File: src/hdl/osc_pkg.sv
// Constants and types of the oscillator clock source control
`default_nettype none
package osc_pkg;

  // --------------------------------------------------------------
  // Register byte offsets
  // --------------------------------------------------------------
  localparam logic [7:0] OSC_STATUS_OFS = 8'h00;
  localparam logic [7:0] OSC_TRIM_OFS = 8'h04;
  localparam logic [7:0] OSC_CONFIG_OFS = 8'h08;
  localparam logic [7:0] OSC_ISTS_OFS = 8'h0c;
  localparam logic [7:0] OSC_ICLR_OFS = 8'h10;
  localparam logic [7:0] OSC_IEN_OFS = 8'h14;

  // --------------------------------------------------------------
  // Field positions
  // --------------------------------------------------------------
  localparam int REQ_BIT = 0;
  localparam int ENG_BIT = 1;
  localparam int SEL_LSB = 0;
  localparam int P2EN_BIT = 7;
  localparam int EV_DONE_BIT = 0;
  localparam int EV_IGN_BIT = 1;

  // --------------------------------------------------------------
  // Reset values and counts
  // --------------------------------------------------------------
  localparam logic [7:0] TRIM_RESET = 8'h80;
  localparam logic [1:0] SEL_RESET = 2'h0;
  localparam int EDGES_TO_SWITCH = 2;

  // --------------------------------------------------------------
  // Source encodings
  // --------------------------------------------------------------
  localparam logic [1:0] SRC_INTERNAL = 2'h0;
  localparam logic [1:0] SRC_EXT_CLOCK = 2'h1;
  localparam logic [1:0] SRC_RC = 2'h2;
  localparam logic [1:0] SRC_CRYSTAL = 2'h3;

  localparam logic [1:0] RESP_OKAY = 2'h0;
  localparam logic [1:0] RESP_SLVERR = 2'h2;

  // Switch sequence states
  typedef enum logic [2:0] {
    ST_INT, ST_WAIT, ST_SWAP, ST_STOPINT, ST_EXT
  } osc_state_e;

endpackage
`default_nettype wire

File: src/hdl/osc_ctrl.sv
// Oscillator clock source control with AXI4-Lite registers
//
// Operation
// - Active source oscillator enabled only while the mode logic enable is high.
// - Crystal clock sampled safely; odd duty cycle and startup jitter tolerated.
// - x4 output follows the currently selected source clock.
// - x2 output toggles on each x4 rising edge, half its rate.
// - Wait mode does not alter the oscillator logic; clocks keep running.
// - Stop mode (enable low) halts the source clock and both outputs.
// - Debug break leaves both clock outputs running.
// - Two-bit select picks internal, external clock, RC or crystal.
// - Request bit enables external generator and starts the switch.
// - Reset clears the request bit.
// - Request bit ignored in monitor mode with internal oscillator bypassed; code blocks only the switch, RC and crystal enables still follow it.
// - Engaged bit reads 1 while an external source drives the clock.
// - Eight-bit trim factor steers internal oscillator period.
// - Trim factor resets to its midpoint value.
// - Two external rising edges, glitch-free swap, engaged set, then internal stopped.
// - Internal oscillator restarts only on reset; no automatic fallback.
// - Pin two drives x4 when enabled in internal or RC mode, is released (output off, low) in crystal mode, else I/O.
//
// The implementer's own choices: register access over AXI4-Lite and the register offsets.
`default_nettype none
module osc_ctrl
  import osc_pkg::*;
#(
  parameter int EDGE_COUNT = EDGES_TO_SWITCH
) (
  // Clock and reset
  input wire logic aclk,
  input wire logic aresetn,
  // AXI4-Lite write address and data
  input wire logic [7:0] s_axi_awaddr,
  input wire logic s_axi_awvalid,
  output logic s_axi_awready,
  input wire logic [31:0] s_axi_wdata,
  input wire logic [3:0] s_axi_wstrb,
  input wire logic s_axi_wvalid,
  output logic s_axi_wready,
  // AXI4-Lite write response
  output logic [1:0] s_axi_bresp,
  output logic s_axi_bvalid,
  input wire logic s_axi_bready,
  // AXI4-Lite read
  input wire logic [7:0] s_axi_araddr,
  input wire logic s_axi_arvalid,
  output logic s_axi_arready,
  output logic [31:0] s_axi_rdata,
  output logic [1:0] s_axi_rresp,
  output logic s_axi_rvalid,
  input wire logic s_axi_rready,
  // Mode logic side
  input wire logic oscillator_enable_in,
  input wire logic monitor_bypass,
  output logic clock_x4_out,
  output logic clock_x2_out,
  // Raw source clocks from the oscillator circuits and pin one
  input wire logic internal_osc_clock,
  input wire logic resistor_cap_clock,
  input wire logic crystal_clock,
  input wire logic ext_pin_clock,
  // Oscillator circuit enables and trim
  output logic internal_osc_en,
  output logic rc_osc_en,
  output logic crystal_osc_en,
  output logic [7:0] trim_factor,
  // Pin two and its port logic
  input wire logic port_pin_two_o,
  input wire logic port_pin_two_oe,
  output logic pin_two_o,
  output logic pin_two_oe,
  // Interrupt
  output logic irq
);

  // ----------------------------------------------------------------
  // Parameter check
  // ----------------------------------------------------------------
  if (EDGE_COUNT < 1 || EDGE_COUNT > 7) begin : g_chk
    $error("EDGE_COUNT must lie in 1..7");
  end

  // ----------------------------------------------------------------
  // State
  // ----------------------------------------------------------------
  typedef struct packed {
    logic awready;
    logic wready;
    logic aw_have;
    logic w_have;
    logic [7:0] awaddr;
    logic [7:0] wbyte;
    logic wlane0;
    logic bvalid;
    logic [1:0] bresp;
    logic arready;
    logic rvalid;
    logic [31:0] rdata;
    logic [1:0] rresp;
    logic [1:0] int_s1;
    logic [1:0] rc_s;
    logic [1:0] xt_s;
    logic [1:0] pin_s;
    logic [1:0] mon_s;
    logic ext_prev;
    logic x4;
    logic x2;
    logic req;
    logic engaged;
    logic use_ext;
    logic int_stop;
    logic [7:0] trim;
    logic [1:0] srcsel;
    logic p2en;
    logic [1:0] ists;
    logic [1:0] ien;
    logic irq;
    osc_state_e st;
    logic [2:0] edges;
    logic int_en;
    logic rc_en;
    logic xt_en;
    logic p2o;
    logic p2oe;
  } osc_state_s;

  osc_state_s s_q;
  osc_state_s s_d;

  // ----------------------------------------------------------------
  // Helpers
  // ----------------------------------------------------------------
  // Synchronised level of the external source chosen by the select
  function automatic logic ext_level(input logic [1:0] sel,
                                     input logic pin_l,
                                     input logic rc_l,
                                     input logic xt_l);
    logic l;
    l = 1'b0;
    case (sel)
      SRC_EXT_CLOCK: l = pin_l;
      SRC_RC: l = rc_l;
      SRC_CRYSTAL: l = xt_l;
      default: l = 1'b0;
    endcase
    return l;
  endfunction

  // Register read mux
  function automatic logic [31:0] reg_read(input osc_state_s s,
                                           input logic [7:0] a);
    logic [31:0] v;
    v = 32'h0;
    case (a)
      OSC_STATUS_OFS: begin
        v[REQ_BIT] = s.req;
        v[ENG_BIT] = s.engaged;
      end
      OSC_TRIM_OFS: v[7:0] = s.trim;
      OSC_CONFIG_OFS: begin
        v[SEL_LSB +: 2] = s.srcsel;
        v[P2EN_BIT] = s.p2en;
      end
      OSC_ISTS_OFS: v[1:0] = s.ists;
      OSC_IEN_OFS: v[1:0] = s.ien;
      default: v = 32'h0;
    endcase
    return v;
  endfunction

  function automatic logic is_mapped(input logic [7:0] a);
    return (a == OSC_STATUS_OFS) || (a == OSC_TRIM_OFS) ||
           (a == OSC_CONFIG_OFS) || (a == OSC_ISTS_OFS) ||
           (a == OSC_ICLR_OFS) || (a == OSC_IEN_OFS);
  endfunction

  // ----------------------------------------------------------------
  // Next state
  // ----------------------------------------------------------------
  always_comb begin
    logic ext_l;
    logic int_l;
    logic src_l;
    logic ext_rise;
    logic bypass;
    logic wr_go;
    logic ev_done;
    logic ev_ign;
    logic [1:0] clr;
    ext_l = 1'b0;
    int_l = 1'b0;
    src_l = 1'b0;
    ext_rise = 1'b0;
    bypass = 1'b0;
    wr_go = 1'b0;
    ev_done = 1'b0;
    ev_ign = 1'b0;
    clr = 2'h0;
    s_d = s_q;

    // Two-stage synchronisers; only the second stage is read
    s_d.int_s1 = {s_q.int_s1[0], internal_osc_clock};
    s_d.rc_s = {s_q.rc_s[0], resistor_cap_clock};
    s_d.xt_s = {s_q.xt_s[0], crystal_clock};
    s_d.pin_s = {s_q.pin_s[0], ext_pin_clock};
    s_d.mon_s = {s_q.mon_s[0], monitor_bypass};
    int_l = s_q.int_s1[1];
    bypass = s_q.mon_s[1];
    ext_l = ext_level(s_q.srcsel, s_q.pin_s[1], s_q.rc_s[1], s_q.xt_s[1]);
    // Edge detect on the synced level tolerates any duty cycle
    ext_rise = ext_l && !s_q.ext_prev;
    s_d.ext_prev = ext_l;

    // Clock outputs; wait and break leave them running
    src_l = s_q.use_ext ? ext_l : int_l;
    if (oscillator_enable_in) begin
      s_d.x4 = src_l;
      if (src_l && !s_q.x4) begin
        s_d.x2 = !s_q.x2;
      end
    end else begin
      s_d.x4 = 1'b0;
      s_d.x2 = 1'b0;
    end

    // Switch sequence
    case (s_q.st)
      ST_INT: begin
        s_d.edges = 3'h0;
        if (s_q.req && !bypass && s_q.srcsel != SRC_INTERNAL) begin
          s_d.st = ST_WAIT;
        end
        ev_ign = s_q.req && bypass;
      end
      ST_WAIT: begin
        if (!s_q.req || bypass) begin
          s_d.st = ST_INT;
        end else if (ext_rise) begin
          s_d.edges = s_q.edges + 3'h1;
          if (s_q.edges == 3'(EDGE_COUNT - 1)) begin
            s_d.st = ST_SWAP;
          end
        end
      end
      ST_SWAP: begin
        // Swap only while both clocks sit low: no short pulse
        if (!ext_l && !int_l) begin
          s_d.use_ext = 1'b1;
          s_d.engaged = 1'b1;
          s_d.st = ST_STOPINT;
          ev_done = 1'b1;
        end
      end
      ST_STOPINT: begin
        s_d.int_stop = 1'b1;
        s_d.st = ST_EXT;
      end
      ST_EXT: begin
        // Held until reset; no fallback on a dead clock
        s_d.st = ST_EXT;
      end
      default: s_d.st = ST_INT;
    endcase

    // Oscillator circuit enables
    s_d.int_en = oscillator_enable_in && !s_q.int_stop;
    s_d.rc_en = oscillator_enable_in && (s_q.req || s_q.engaged) &&
                (s_q.srcsel == SRC_RC);
    s_d.xt_en = oscillator_enable_in && (s_q.req || s_q.engaged) &&
                (s_q.srcsel == SRC_CRYSTAL);

    // Pin two function
    if ((s_q.srcsel == SRC_INTERNAL || s_q.srcsel == SRC_RC) && s_q.p2en) begin
      s_d.p2o = s_d.x4;
      s_d.p2oe = 1'b1;
    end else if (s_q.srcsel == SRC_CRYSTAL) begin
      s_d.p2o = 1'b0;
      s_d.p2oe = 1'b0;
    end else begin
      s_d.p2o = port_pin_two_o;
      s_d.p2oe = port_pin_two_oe;
    end

    // AXI write channel capture
    if (s_q.awready && s_axi_awvalid) begin
      s_d.aw_have = 1'b1;
      s_d.awready = 1'b0;
      s_d.awaddr = s_axi_awaddr;
    end
    if (s_q.wready && s_axi_wvalid) begin
      s_d.w_have = 1'b1;
      s_d.wready = 1'b0;
      s_d.wbyte = s_axi_wdata[7:0];
      s_d.wlane0 = s_axi_wstrb[0];
    end
    wr_go = s_q.aw_have && s_q.w_have && !s_q.bvalid;
    if (wr_go) begin
      s_d.aw_have = 1'b0;
      s_d.w_have = 1'b0;
      s_d.bvalid = 1'b1;
      s_d.bresp = is_mapped(s_q.awaddr) ? RESP_OKAY : RESP_SLVERR;
      if (s_q.wlane0) begin
        case (s_q.awaddr)
          OSC_STATUS_OFS: s_d.req = s_q.wbyte[REQ_BIT];
          OSC_TRIM_OFS: s_d.trim = s_q.wbyte;
          OSC_CONFIG_OFS: begin
            s_d.srcsel = s_q.wbyte[SEL_LSB +: 2];
            s_d.p2en = s_q.wbyte[P2EN_BIT];
          end
          OSC_ICLR_OFS: clr = s_q.wbyte[1:0];
          OSC_IEN_OFS: s_d.ien = s_q.wbyte[1:0];
          default: s_d.req = s_q.req;
        endcase
      end
    end
    if (s_q.bvalid && s_axi_bready) begin
      s_d.bvalid = 1'b0;
      s_d.awready = 1'b1;
      s_d.wready = 1'b1;
    end

    // AXI read channel
    if (s_q.arready && s_axi_arvalid) begin
      s_d.arready = 1'b0;
      s_d.rvalid = 1'b1;
      s_d.rdata = reg_read(s_q, s_axi_araddr);
      s_d.rresp = is_mapped(s_axi_araddr) ? RESP_OKAY : RESP_SLVERR;
    end
    if (s_q.rvalid && s_axi_rready) begin
      s_d.rvalid = 1'b0;
      s_d.arready = 1'b1;
    end

    // Sticky events; a set in the clear cycle wins
    s_d.ists = (s_q.ists & ~clr) |
               {ev_ign, 1'b0} | {1'b0, ev_done};
    s_d.irq = |(s_d.ists & s_q.ien);

    // Synchronous reset
    if (!aresetn) begin
      s_d = '0;
      s_d.st = ST_INT;
      s_d.req = 1'b0;
      s_d.engaged = 1'b0;
      s_d.trim = TRIM_RESET;
      s_d.srcsel = SEL_RESET;
      s_d.awready = 1'b1;
      s_d.wready = 1'b1;
      s_d.arready = 1'b1;
    end
  end

  // ----------------------------------------------------------------
  // State register
  // ----------------------------------------------------------------
  always_ff @(posedge aclk) begin
    s_q <= s_d;
  end

  // ----------------------------------------------------------------
  // Outputs
  // ----------------------------------------------------------------
  assign s_axi_awready = s_q.awready;
  assign s_axi_wready = s_q.wready;
  assign s_axi_bvalid = s_q.bvalid;
  assign s_axi_bresp = s_q.bresp;
  assign s_axi_arready = s_q.arready;
  assign s_axi_rvalid = s_q.rvalid;
  assign s_axi_rdata = s_q.rdata;
  assign s_axi_rresp = s_q.rresp;
  assign clock_x4_out = s_q.x4;
  assign clock_x2_out = s_q.x2;
  assign internal_osc_en = s_q.int_en;
  assign rc_osc_en = s_q.rc_en;
  assign crystal_osc_en = s_q.xt_en;
  assign trim_factor = s_q.trim;
  assign pin_two_o = s_q.p2o;
  assign pin_two_oe = s_q.p2oe;
  assign irq = s_q.irq;

endmodule
`default_nettype wire

File: config.mk
export PLATFORM = sky130hd
export DESIGN_NAME = osc_ctrl
export DESIGN_NICKNAME = d
export VERILOG_FILES = /design/src/hdl/osc_pkg.sv /design/src/hdl/osc_ctrl.sv
export SDC_FILE = /design/constraint.sdc
export NUM_CORES = 1
export LEC_CHECK = 0
export BUFFER_PORTS_ARGS = -buffer_cell sky130_fd_sc_hd__buf_2
export CELL_PAD_IN_SITES_DETAIL_PLACEMENT = 0
export CELL_PAD_IN_SITES_GLOBAL_PLACEMENT = 1
export CORE_MARGIN = 3
export CORE_UTILIZATION = 38
export CTS_BUF_LIST = sky130_fd_sc_hd__clkbuf_4
export CTS_CLUSTER_DIAMETER = 80
export DETAILED_ROUTE_END_ITERATION = 8
export GPL_TIMING_DRIVEN = 1
export HOLD_SLACK_MARGIN = 0.02
export PLACE_DENSITY = 0.79
export REMOVE_ABC_BUFFERS = 1
export SYNTH_ARGS = -nofsm -noshare
export SYNTH_HDL_FRONTEND = slang
export SYNTH_SLANG_ARGS = --single-unit
export TNS_END_PERCENT = 5
File: constraint.sdc
create_clock -name aclk -period 2.2 [get_ports aclk]
set_input_delay 0.22 -clock aclk [delete_from_list [all_inputs] [get_ports aclk]]
set_output_delay 0.22 -clock aclk [all_outputs]
set_load 0.02 [all_outputs]
# ---- Word-level counts from Yosys, hierarchy flattened
# Cells that the tools add are included.
dict set report classes {
  add_sub_neg 1
  mul 0
  div 0
  magnitude_cmp 0
  eq_ne 24
  n_shift 0
  mux 25
  bitwise_logic 6
  reduce_logical 59
}
# cell count
set ops {}
lappend ops {{== test 8 x 4 -> 1 bit (second input constant)} 4}
lappend ops {{== test 8 x 5 -> 1 bit (second input constant)} 4}
lappend ops {{logical AND 1 bit} 18}
lappend ops {{== test 8 x 3 -> 1 bit (second input constant)} 2}
lappend ops {{zero test 8 bit} 2}
lappend ops {{2-to-1 mux 2 bit} 8}
lappend ops {{2-to-1 mux 3 bit} 5}
lappend ops {{AND reduction 3 bit} 5}
lappend ops {{logical OR 1 bit} 13}
lappend ops {{one-hot mux 3 bit (4 select lines)} 1}
lappend ops {{one-hot mux 2 bit (5 select lines)} 1}
lappend ops {{OR reduction 2 bit} 5}
lappend ops {{zero test 1 bit} 9}
lappend ops {{inequality test 2 bit (second input constant)} 4}
lappend ops {{== test 3 x 1 -> 1 bit (second input constant)} 2}
lappend ops {{== test 3 x 2 -> 1 bit (second input constant)} 2}
lappend ops {{2-to-1 mux 6 bit} 1}
lappend ops {{inequality test 3 bit (second input constant)} 2}
lappend ops {{one-hot mux 3 bit (2 select lines)} 1}
lappend ops {{2-to-1 mux 1 bit} 5}
lappend ops {{2-to-1 mux 5 bit} 1}
lappend ops {{AND 2 bit} 2}
lappend ops {{== test 2 bit (second input constant)} 2}
lappend ops {{AND reduction 2 bit} 2}
lappend ops {{other kinds (13)} 14}
dict set report word_totals {
  reg_bits 79
  latch_bits 0
  ram_bits 0
  mem_bits_ro 0
  inputBits 67
  out_inout_bits 57
  wordCells 152
  mem_count 0
}

# ---- Depth between registers and ports, before layout
# Gate-level depths: netlist of run 1.
dict set report logic_depth {
  depth_word 10
  mapped_depth 6
}

# ---- Least setup slack after synthesis of run 1
# OpenSTA, ideal clock, no wires.
dict set report synth_path {
  path_kind {register -> register}
  start {reg s_q[99] (netlist bit)}
  end {reg s_q (netlist bit trim_factor[7])}
  setup_ps 127
  arrival_ps 1775
  required_ps 2073
  path_slack_ps 298
  path_stages_with_launch 7
  path_buffers 2
  period_less_slack_ps 1902
  cell_sequence {dfxtp_1 > or4_1 > buf_2 > or4_4 > buf_6 > mux2i_1 > nand2_1}
}
dict set report synth_between {
  elab_chain_len 2
}
# item line_no
set synth_lines {}
lappend synth_lines {{start: declaration} osc_ctrl.sv:127} ;# osc_state_s s_q;
lappend synth_lines {{start signal: assignment} osc_ctrl.sv:357} ;# s_q <= s_d;
lappend synth_lines {{== test 8 x 3 -> 1 bit} osc_ctrl.sv:303} ;# case (s_q.awaddr)
lappend synth_lines {{AND reduction 3 bit (no source line)} n/a}
# No other way between the ends.
# A chain may end at the register's enable or synchronous reset.

# ---- Worst setup path after layout of run 1
# Same ends and word-level chain as after synthesis.

==> results of run 1 <==
flip-flops by register name, summed over array words and instances (netlist names):
name / flops
clock_x2_out: 1
clock_x4_out: 1
crystal_osc_en: 1
internal_osc_en: 1
irq: 1
pin_two_o: 1
pin_two_oe: 1
rc_osc_en: 1
s_axi_arready: 1
s_axi_awready: 1
s_axi_bresp: 1
s_axi_bvalid: 1
s_axi_rdata: 8
s_axi_rresp: 1
s_axi_rvalid: 1
s_axi_wready: 1
s_q: 46
trim_factor: 8
critical path: cells and delay by family (launching register included):
family,cells,cell delay [ns]
mux,1,0.19
simple gates,3,1.38
flops,1,0.33
cells by family after synthesis:
kind of cell	Yosys count	synth area share, %
simple gates	155	24.2
flops	77	43.9
compound gates	69	14.1
buf+inv	67	12.1
mux	17	4.95
fa+ha+maj	2	0.712
other cells	1	0.107
layout make-up:
cell class	count	area, um^2	share of cell area, %
inverters	5	18.8	0.462
repair buffers	93	561	13.8
flip-flops and latches	77	1540	38.0
clock inverters	7	97.6	2.40
well taps	108	135	3.33
clock buffers	9	67.6	1.66
multi-input cells	269	1640	40.4
layout by cell type (no fill, tap or decap), types with 3 or more instances in the layout:
master         Yosys  final
nor2_1            13     13
mux2_2             3      3
nor3_1             5      5
buf_4             44      8
and2_1            14     14
dfxtp_1           77     77
nand2_1           48     48
a21oi_1           11     11
clkbuf_4           0      9
nor4_1             5      5
nand3_1           11     11
nand4b_1           3      3
a221oi_1           4      4
mux2i_1           14     14
o21ai_0            7      7
conb_1             1     26
nor2b_1           29     29
inv_1              5      5
nor3b_1            3      3
a211o_1            3      3
nand2b_1           5      5
a21boi_0          19     19
dlygate4sd3_1      0     15
a22oi_1            6      6
buf_2              1     70
o21a_1             3      3
or4_1              5      5
routing by layer:
layer	GRT usage [%]	share of wire, %	vias to the layer above
met5	0	0	-
met4	6.86	2.1	0
met3	2.94	4.5	12
met2	21.6	45	76
li1	-	-	1422
met1	19.1	48	1260
metrics by stage:
step                      std cells  area, um^2  worst slack, ns  hold slack, ns  util (%)
after floorplan                 351        3200            0.355           0.282         -
after global placement          537        3750            0.230           0.407      42.3
after detailed placement        537        3750            0.211           0.419      42.3
after CTS                       567        4050            0.183          0.0201      45.8
after global routing            568        4060           0.0954          0.0233      45.9
final                           568        4060            0.196          0.0519      45.9
how the worst max path moves through the flow:
stage          startpoint             end  depth (start not counted)
2_1_floorplan     s_q[99]  trim_factor[7]                          4
3_3_place_gp      s_q[99]  trim_factor[7]                          4
3_5_place_dp      s_q[99]  trim_factor[0]                          4
4_1_cts           s_q[99]  trim_factor[0]                          4
5_1_grt           s_q[99]             irq                          4
6_report          s_q[99]  trim_factor[7]                          4
power breakdown:
part           internal [mW]  switching, mW
clock network          0.465          0.515
registers               1.44         0.0317
logic                  0.109          0.156
total                   2.01          0.703
==> impl_metrics.tcl, run 1 <==
set metrics [dict create \
    status "completed" \
    layout-drive-gt1-share_pct 22.2 \
    r2r_slack_ns 0.20 \
    crit_path_end_kind "flip-flop" \
    final_hold_viol_count 0 \
    die-height_um 102 \
    cp-start-kind "flip-flop" \
    ys.flop_type "dfxtp_1" \
    required_ns 2.52 \
    hp-start "port_pin_two_o" \
    drv_cap 0 \
    p_total_mw 2.72 \
    worstReg2RegEnd "trim_factor[7]" \
    cts-resized-gates 0 \
    yosys.cell_types.count 50 \
    cts_sinks 77 \
    vias 2770 \
    ant_nets 0 \
    rows 34 \
    grt_overflow 0 \
    grt_usage_pct 14.2 \
    async_flop_share_pct 0 \
    skew_ns 0.0224 \
    antenna_found_initial 0 \
    cts_buffers 9 \
    grt_pass1_vias 2552 \
    yosysTopAreaCellShare_pct 43.9 \
    cts_root_buf "clkbuf_4" \
    ys_seq_area_share_pct 43.9 \
    clkTransAtPathRegs_ns 0.12 \
    grt_pass1_wl_mm 11.8 \
    cts_hold_buf 14 \
    hold_depth 3 \
    first_pass_iters 4 \
    wirelength_mm 7.22 \
    hold_path.class "input port to flip-flop" \
    clock_latency_ns 0.42 \
    ys_ff_latch 77 \
    setup_viol 0 \
    place.gp.congestion 0.744 \
    crit_slowest_cell "or4_4" \
    syn_area_per_cell_um2 9.06 \
    routed_via_density 4.88 \
    post_cts_buffers 0 \
    initial_core_util_pct 39.7 \
    drv_slew 0 \
    synthTopCellsByCount "77 x dfxtp_1, 48 x nand2_1, 44 x buf_4" \
    grt_setup_unrepaired "no" \
    syn_inst 388 \
    synth_edf_count 0 \
    crit_chain "or4_1 > or4_4 > mux2i_1 > nand2_1" \
    relSlewSlack_pct 62.0 \
    tightestPinTransition_ns 0.570 \
    die_area_mm2 0.0104 \
    fmax_mhz 499 \
    die_w_um 102 \
    ff2ff_path_depth 4 \
    path_class "flip-flop to flip-flop" \
    cpPeakStageDelay_ns 0.67 \
    nets 524 \
    coreArea_mm2 0.00885 \
    fin_crit_ns 2.00 \
    worst_ir_drop_vdd_uv 361 \
    diodes 0 \
    pin_count 124 \
    fillers 881 \
    rr_startpoint "s_q[99]" \
    portBuffers 70 \
    power.leakage_nw 1.75 \
    drt_iter0_markers 57 \
    post-route-drc-count 0 \
    yosysWarnings 0 \
    fin_tns_setup_ns 0 \
    wl_per_cell_um 12.7 \
    ys_top_cells_by_area "dfxtp_1 44%, buf_4 9.4%, nor2b_1 5.2%" \
    grt_start_max_net_pins 32 \
    tritoncts "built" \
    syn_to_final_growth_pct 15.6 \
    synthesis.area_mm2 0.00351 \
    cts_max_path_buffers 2 \
    crit_arrival_ns 2.32 \
    yosys.cell_count.top_type "dfxtp_1" \
    htree_levels 3 \
    power_density_mw_per_mm2 669 \
    crit_fanout 8 \
    synth_top_area_cell "dfxtp_1" \
    whs_endpoint "pin_two_o" \
    dp_hpwl_mm 5.15 \
    final.period_utilization_pct 91.1 \
]
No activity file was read; power rests on OpenSTA's default activity.
==> inputs of run 2 (changes only) <==
==> constraint.sdc (replaced) <==
create_clock -name aclk -period 2.2 [get_ports aclk]
set_input_delay 0.33 -clock aclk [delete_from_list [all_inputs] [get_ports aclk]]
set_output_delay 0.33 -clock aclk [all_outputs]
set_load 0.02 [all_outputs]
==> run 2 against run 1 <==
Clock skew fell by 0.010 ns; register-to-register slack about the same; hold slack improved by 0.056 ns; largest power group unchanged.
==> impl_metrics.tcl, run 2 (synthesized netlist as in run 1, its figures left out) <==
set metrics [dict create \
    die_area_mm2 0.0104 \
    first_pass_iters 4 \
    coreArea_mm2 0.00885 \
    worst_ir_drop_vdd_uv 274 \
    path_class "flip-flop to flip-flop" \
    dp_hpwl_mm 5.18 \
    met1_usage_pct 18.1 \
    routed_via_density 4.90 \
    p_total_mw 2.41 \
    syn_to_final_growth_pct 9.19 \
    drv_cap 0 \
    cts_buffers 9 \
    dpl_cell_area_mm2 0.00373 \
    nets 507 \
    grt_busiest_layer "met2" \
    crit_arrival_ns 2.30 \
    grt_overflow 0 \
    tightestPinTransition_ns 0.534 \
    status "completed" \
    die-height_um 102 \
    tritoncts "built" \
    diodes 0 \
    fin_cells 551 \
    clkTransAtPathRegs_ns 0.12 \
    initial_core_util_pct 39.7 \
    setup_viol 0 \
    grt_usage_pct 13.7 \
    fin_tns_setup_ns 0 \
    cts_sinks 77 \
    dp.cells 535 \
    grt_pass1_wl_mm 11.4 \
    final.period_utilization_pct 90.9 \
    die_w_um 102 \
    portBuffers 70 \
    crit_path_end_kind "flip-flop" \
    vias 2698 \
    grtUsageMet2_pct 21.1 \
    largest_reg_flops 46 \
    finish.instance_area_mm2 0.00384 \
    regMostFlops "s_q" \
    clock_latency_ns 0.41 \
    power_density_mw_per_mm2 629 \
    pin_count 124 \
    fin_crit_ns 2.00 \
    drv_slew 0 \
    grt_pass1_vias 2437 \
    post-route-drc-count 0 \
    grt_setup_unrepaired "no" \
    cts_max_path_buffers 2 \
    post_cts_buffers 0 \
    cts_hold_buf 0 \
    layout_commonest_cell "dfxtp_1" \
    fmax_mhz 500 \
    place.gp.congestion 0.761 \
    antenna_found_initial 0 \
    crit_fanout 8 \
    layout-drive-gt1-share_pct 22.3 \
    skew_ns 0.0123 \
    grt_start_max_net_pins 27 \
    use_met3_pct 4.23 \
    cp-start-kind "flip-flop" \
    final_hold_viol_count 0 \
    rows 34 \
    power.leakage_nw 1.65 \
    cts-resized-gates 0 \
    cts_root_buf "clkbuf_4" \
    required_ns 2.50 \
    htree_levels 3 \
    ant_nets 0 \
    wl_per_cell_um 12.8 \
    hold_path.class "input port to flip-flop" \
    drt_iter0_markers 63 \
    wirelength_mm 7.04 \
    relSlewSlack_pct 64.4 \
    layout_common_cells "77 x dfxtp_1, 70 x buf_2, 48 x nand2_1, 29 x nor2b_1, 26 x conb_1" \
]
==> run 2: cell count changes in the layout (fill, tap and decap cells not counted) <==
cell	before	now
clkinv_1	1	2
clkbuf_4	9	10
clkinv_2	0	3
dlygate4sd3_1	15	0
inv_6	1	0
buf_4	8	6
clkinv_4	2	0
bufinv_16	2	0
==> run 2: final cells by class <==
cell class	count	area, um^2
clock buffer	10	75.1
clock inverter	6	30.0
fill	923	5010
inverter	5	18.8
multi-input combinational	269	1640
sequential	77	1540
tap	108	135
timing repair buffer	76	395
==> run 2: final timing paths <==
path	depth (start not counted)	endpoint	startpoint	slack, ns
worst max-delay path	4	trim_factor[7]	s_q[99]	0.20
worst min-delay path	2	s_axi_wready	s_axi_wvalid	0.11
worst max register to register	4	trim_factor[7]	s_q[99]	0.20
worst min register to register	1	internal_osc_en	s_q[27]	0.42
==> run 2: metal layers <==
layer | part of all wire, % | vias up
li1 | - | 1385
met1 | 47 | 1224
met2 | 46 | 77
met3 | 5.1 | 12
met4 | 1.6 | 0
met5 | 0 | -
==> run 2: where the power goes <==
part           internal, mW  switching, mW  leakage [nW]  total (mW)
Combinational        0.0921          0.154         0.963       0.246
Sequential             1.44         0.0309         0.628        1.47
Clock                 0.232          0.466        0.0610       0.698
Total                  1.76          0.650          1.65        2.41
==> run 2: critical path, cell delays in order (launching register included) <==
cell	delay, ns
dfxtp_1	0.33
or4_1	0.65
or4_4	0.68
mux2i_1	0.18
nand2_1	0.06
==> run 2: metrics by stage <==
| stage | utilization [%] | setup slack, ns | hold WS (ns) |
|---|---|---|---|
| finish | 43.4 | 0.201 | 0.107 |
| floorplan | - | 0.355 | 0.392 |
| global placement | 42.2 | 0.226 | 0.403 |
| detailed placement | 42.2 | 0.207 | 0.414 |
| global route | 43.4 | 0.0592 | 0.0793 |
| CTS | 43.4 | 0.190 | 0.0784 |
==> inputs of run 3 (changes only) <==
BUFFER_PORTS_ARGS = not set   (was -buffer_cell sky130_fd_sc_hd__buf_2)
CORE_UTILIZATION = 40   (was 38)
DONT_BUFFER_PORTS = 1   (was not set)
PLACE_DENSITY = 0.66   (was 0.79)
==> run 3 against run 2 <==
Sequential power about the same; via count down 8.3%; total power up 7.7%; clock skew down 0.0014 ns; largest cell class unchanged; register-to-register slack worse by 0.02 ns; largest power group unchanged; critical path type unchanged; count of clock-buffer cells in the layout unchanged; combinational power down 28%; critical path depth unchanged; design area down 5.0%; flip-flop and latch count unchanged; worst setup slack worse by 0.017 ns.
==> impl_metrics.tcl, run 3 (synthesized netlist as in run 1, its figures left out) <==
set metrics [dict create \
    status "completed" \
    diodes 0 \
    cts-resized-gates 0 \
    drv_cap 0 \
    nets 448 \
    grt_start_max_net_pins 69 \
    portBuffers 0 \
    fin_cells 489 \
    post-route-drc-count 0 \
    clock_latency_ns 0.40 \
    routed_via_density 5.06 \
    layout-drive-gt1-share_pct 7.03 \
    use_met3_pct 4.35 \
    crit_fanout 7 \
    r2r_slack_ns 0.18 \
    wl_per_cell_um 14.6 \
    fillers 842 \
    grt_pass1_vias 2371 \
    crit_arrival_ns 2.31 \
    dp_hpwl_mm 4.71 \
    die_w_um 99.7 \
    ff2ff_path_depth 4 \
    power.leakage_nw 1.41 \
    first_pass_iters 4 \
    dp.cells 460 \
    die_area_mm2 0.00994 \
    syn_to_final_growth_pct 3.74 \
    grt_overflow 0 \
    cts_hold_buf 13 \
    drt_iter0_markers 44 \
    drv_slew 0 \
    regArea_mm2 0.00154 \
    final_hold_viol_count 0 \
    htree_levels 3 \
    fin_tns_setup_ns 0 \
    hp-start "aresetn" \
    tritoncts "built" \
    finish.instance_area_mm2 0.00364 \
    cts_root_buf "clkbuf_4" \
    ant_nets 0 \
    relSlewSlack_pct 59.1 \
    grtUsageMet2_pct 21.5 \
    layout_common_cells "77 x dfxtp_1, 48 x nand2_1, 29 x nor2b_1, 26 x conb_1, 19 x a21boi_0" \
    post_cts_buffers 0 \
    fin_crit_ns 2.02 \
    critPathCapture "irq" \
    hold_path.class "input port to flip-flop" \
    setup_viol 0 \
    rows 33 \
    skew_ns 0.0109 \
    cp-start-kind "flip-flop" \
    worst_ir_drop_vdd_uv 308 \
    place.gp.congestion 0.718 \
    met1_usage_pct 20.5 \
    rr_startpoint "s_q[99]" \
    cts_max_path_buffers 2 \
    clkTransAtPathRegs_ns 0.12 \
    utilization_pct 43.5 \
    cts_buffers 9 \
    grt_usage_pct 14.8 \
    worstReg2RegEnd "irq" \
    layout_commonest_cell "dfxtp_1" \
    power_density_mw_per_mm2 713 \
    hold_slack_ns 0.0513 \
    grt_pass1_wl_mm 11.8 \
    cts_sinks 77 \
    grt_setup_unrepaired "no" \
    final.period_utilization_pct 91.6 \
    vias 2474 \
    wirelength_mm 7.12 \
    fmax_mhz 496 \
    path_class "flip-flop to flip-flop" \
    required_ns 2.49 \
    dpl_cell_area_mm2 0.00336 \
    die-height_um 99.7 \
    antenna_found_initial 0 \
    pin_count 124 \
    grt_busiest_layer "met2" \
    initial_core_util_pct 41.9 \
    crit_path_end_kind "flip-flop" \
    tightestPinTransition_ns 0.614 \
    critical_path.startpoint "s_q[99]" \
    multiInputGateArea_mm2 0.00164 \
    largest_reg_flops 46 \
    regMostFlops "s_q" \
    coreArea_mm2 0.00838 \
]
## run 3: changes by cell type in the layout (fill, tap and decap cells not counted)
| cell | before | now |
|---|---|---|
| dlygate4sd3_1 | 0 | 13 |
| bufinv_16 | 0 | 2 |
| clkinv_2 | 3 | 2 |
| buf_4 | 6 | 4 |
| buf_2 | 70 | 0 |
| clkinvlp_4 | 1 | 0 |
## run 3: worst max-delay path, stage by stage (launching register included)
cell	delay, ns
dfxtp_1	0.32
or4_1	0.66
or4_1	0.59
a21oi_1	0.21
o22ai_1	0.12
## run 3: area by class of cell
type | count | share of cell area (%)
repair buffers | 17 | 4.39
multi-input cells | 269 | 45.0
clock inverters | 6 | 2.13
clock buffers | 10 | 2.06
well taps | 105 | 3.60
inverters | 5 | 0.515
flip-flops and latches | 77 | 42.3
## run 3: stage by stage
stage	power (mW)	setup slack, ns
floorplan	1.64	0.355
global placement	1.67	0.216
detailed placement	1.67	0.198
CTS	2.64	0.178
global route	2.72	0.0909
finish	2.60	0.184
## run 3: where the power goes
| part | internal [mW] | total (mW) | switching (mW) |
|---|---|---|---|
| clock | 0.464 | 0.935 | 0.472 |
| combinational | 0.0717 | 0.177 | 0.105 |
| sequential | 1.44 | 1.49 | 0.0487 |
| total | 1.97 | 2.60 | 0.626 |
## run 3: layer usage
metal | vias to the layer above | routed length [um]
met2 | 65 | 3080
met3 | 9 | 445
met4 | 0 | 107
met1 | 1138 | 3480
li1 | 1262 | -
met5 | - | 0
## run 3: how the worst min path moves through the flow
stage / slack (ns) / end / cells past startpoint
finish: 0.05 / trim_factor[2] / 1
global route: 0.02 / s_q[28] / 1
CTS: 0.02 / s_q[90] / 2
detailed placement: 0.41 / trim_factor[7] / 1
global placement: 0.40 / internal_osc_en / 1
floorplan: 0.39 / trim_factor[7] / 1
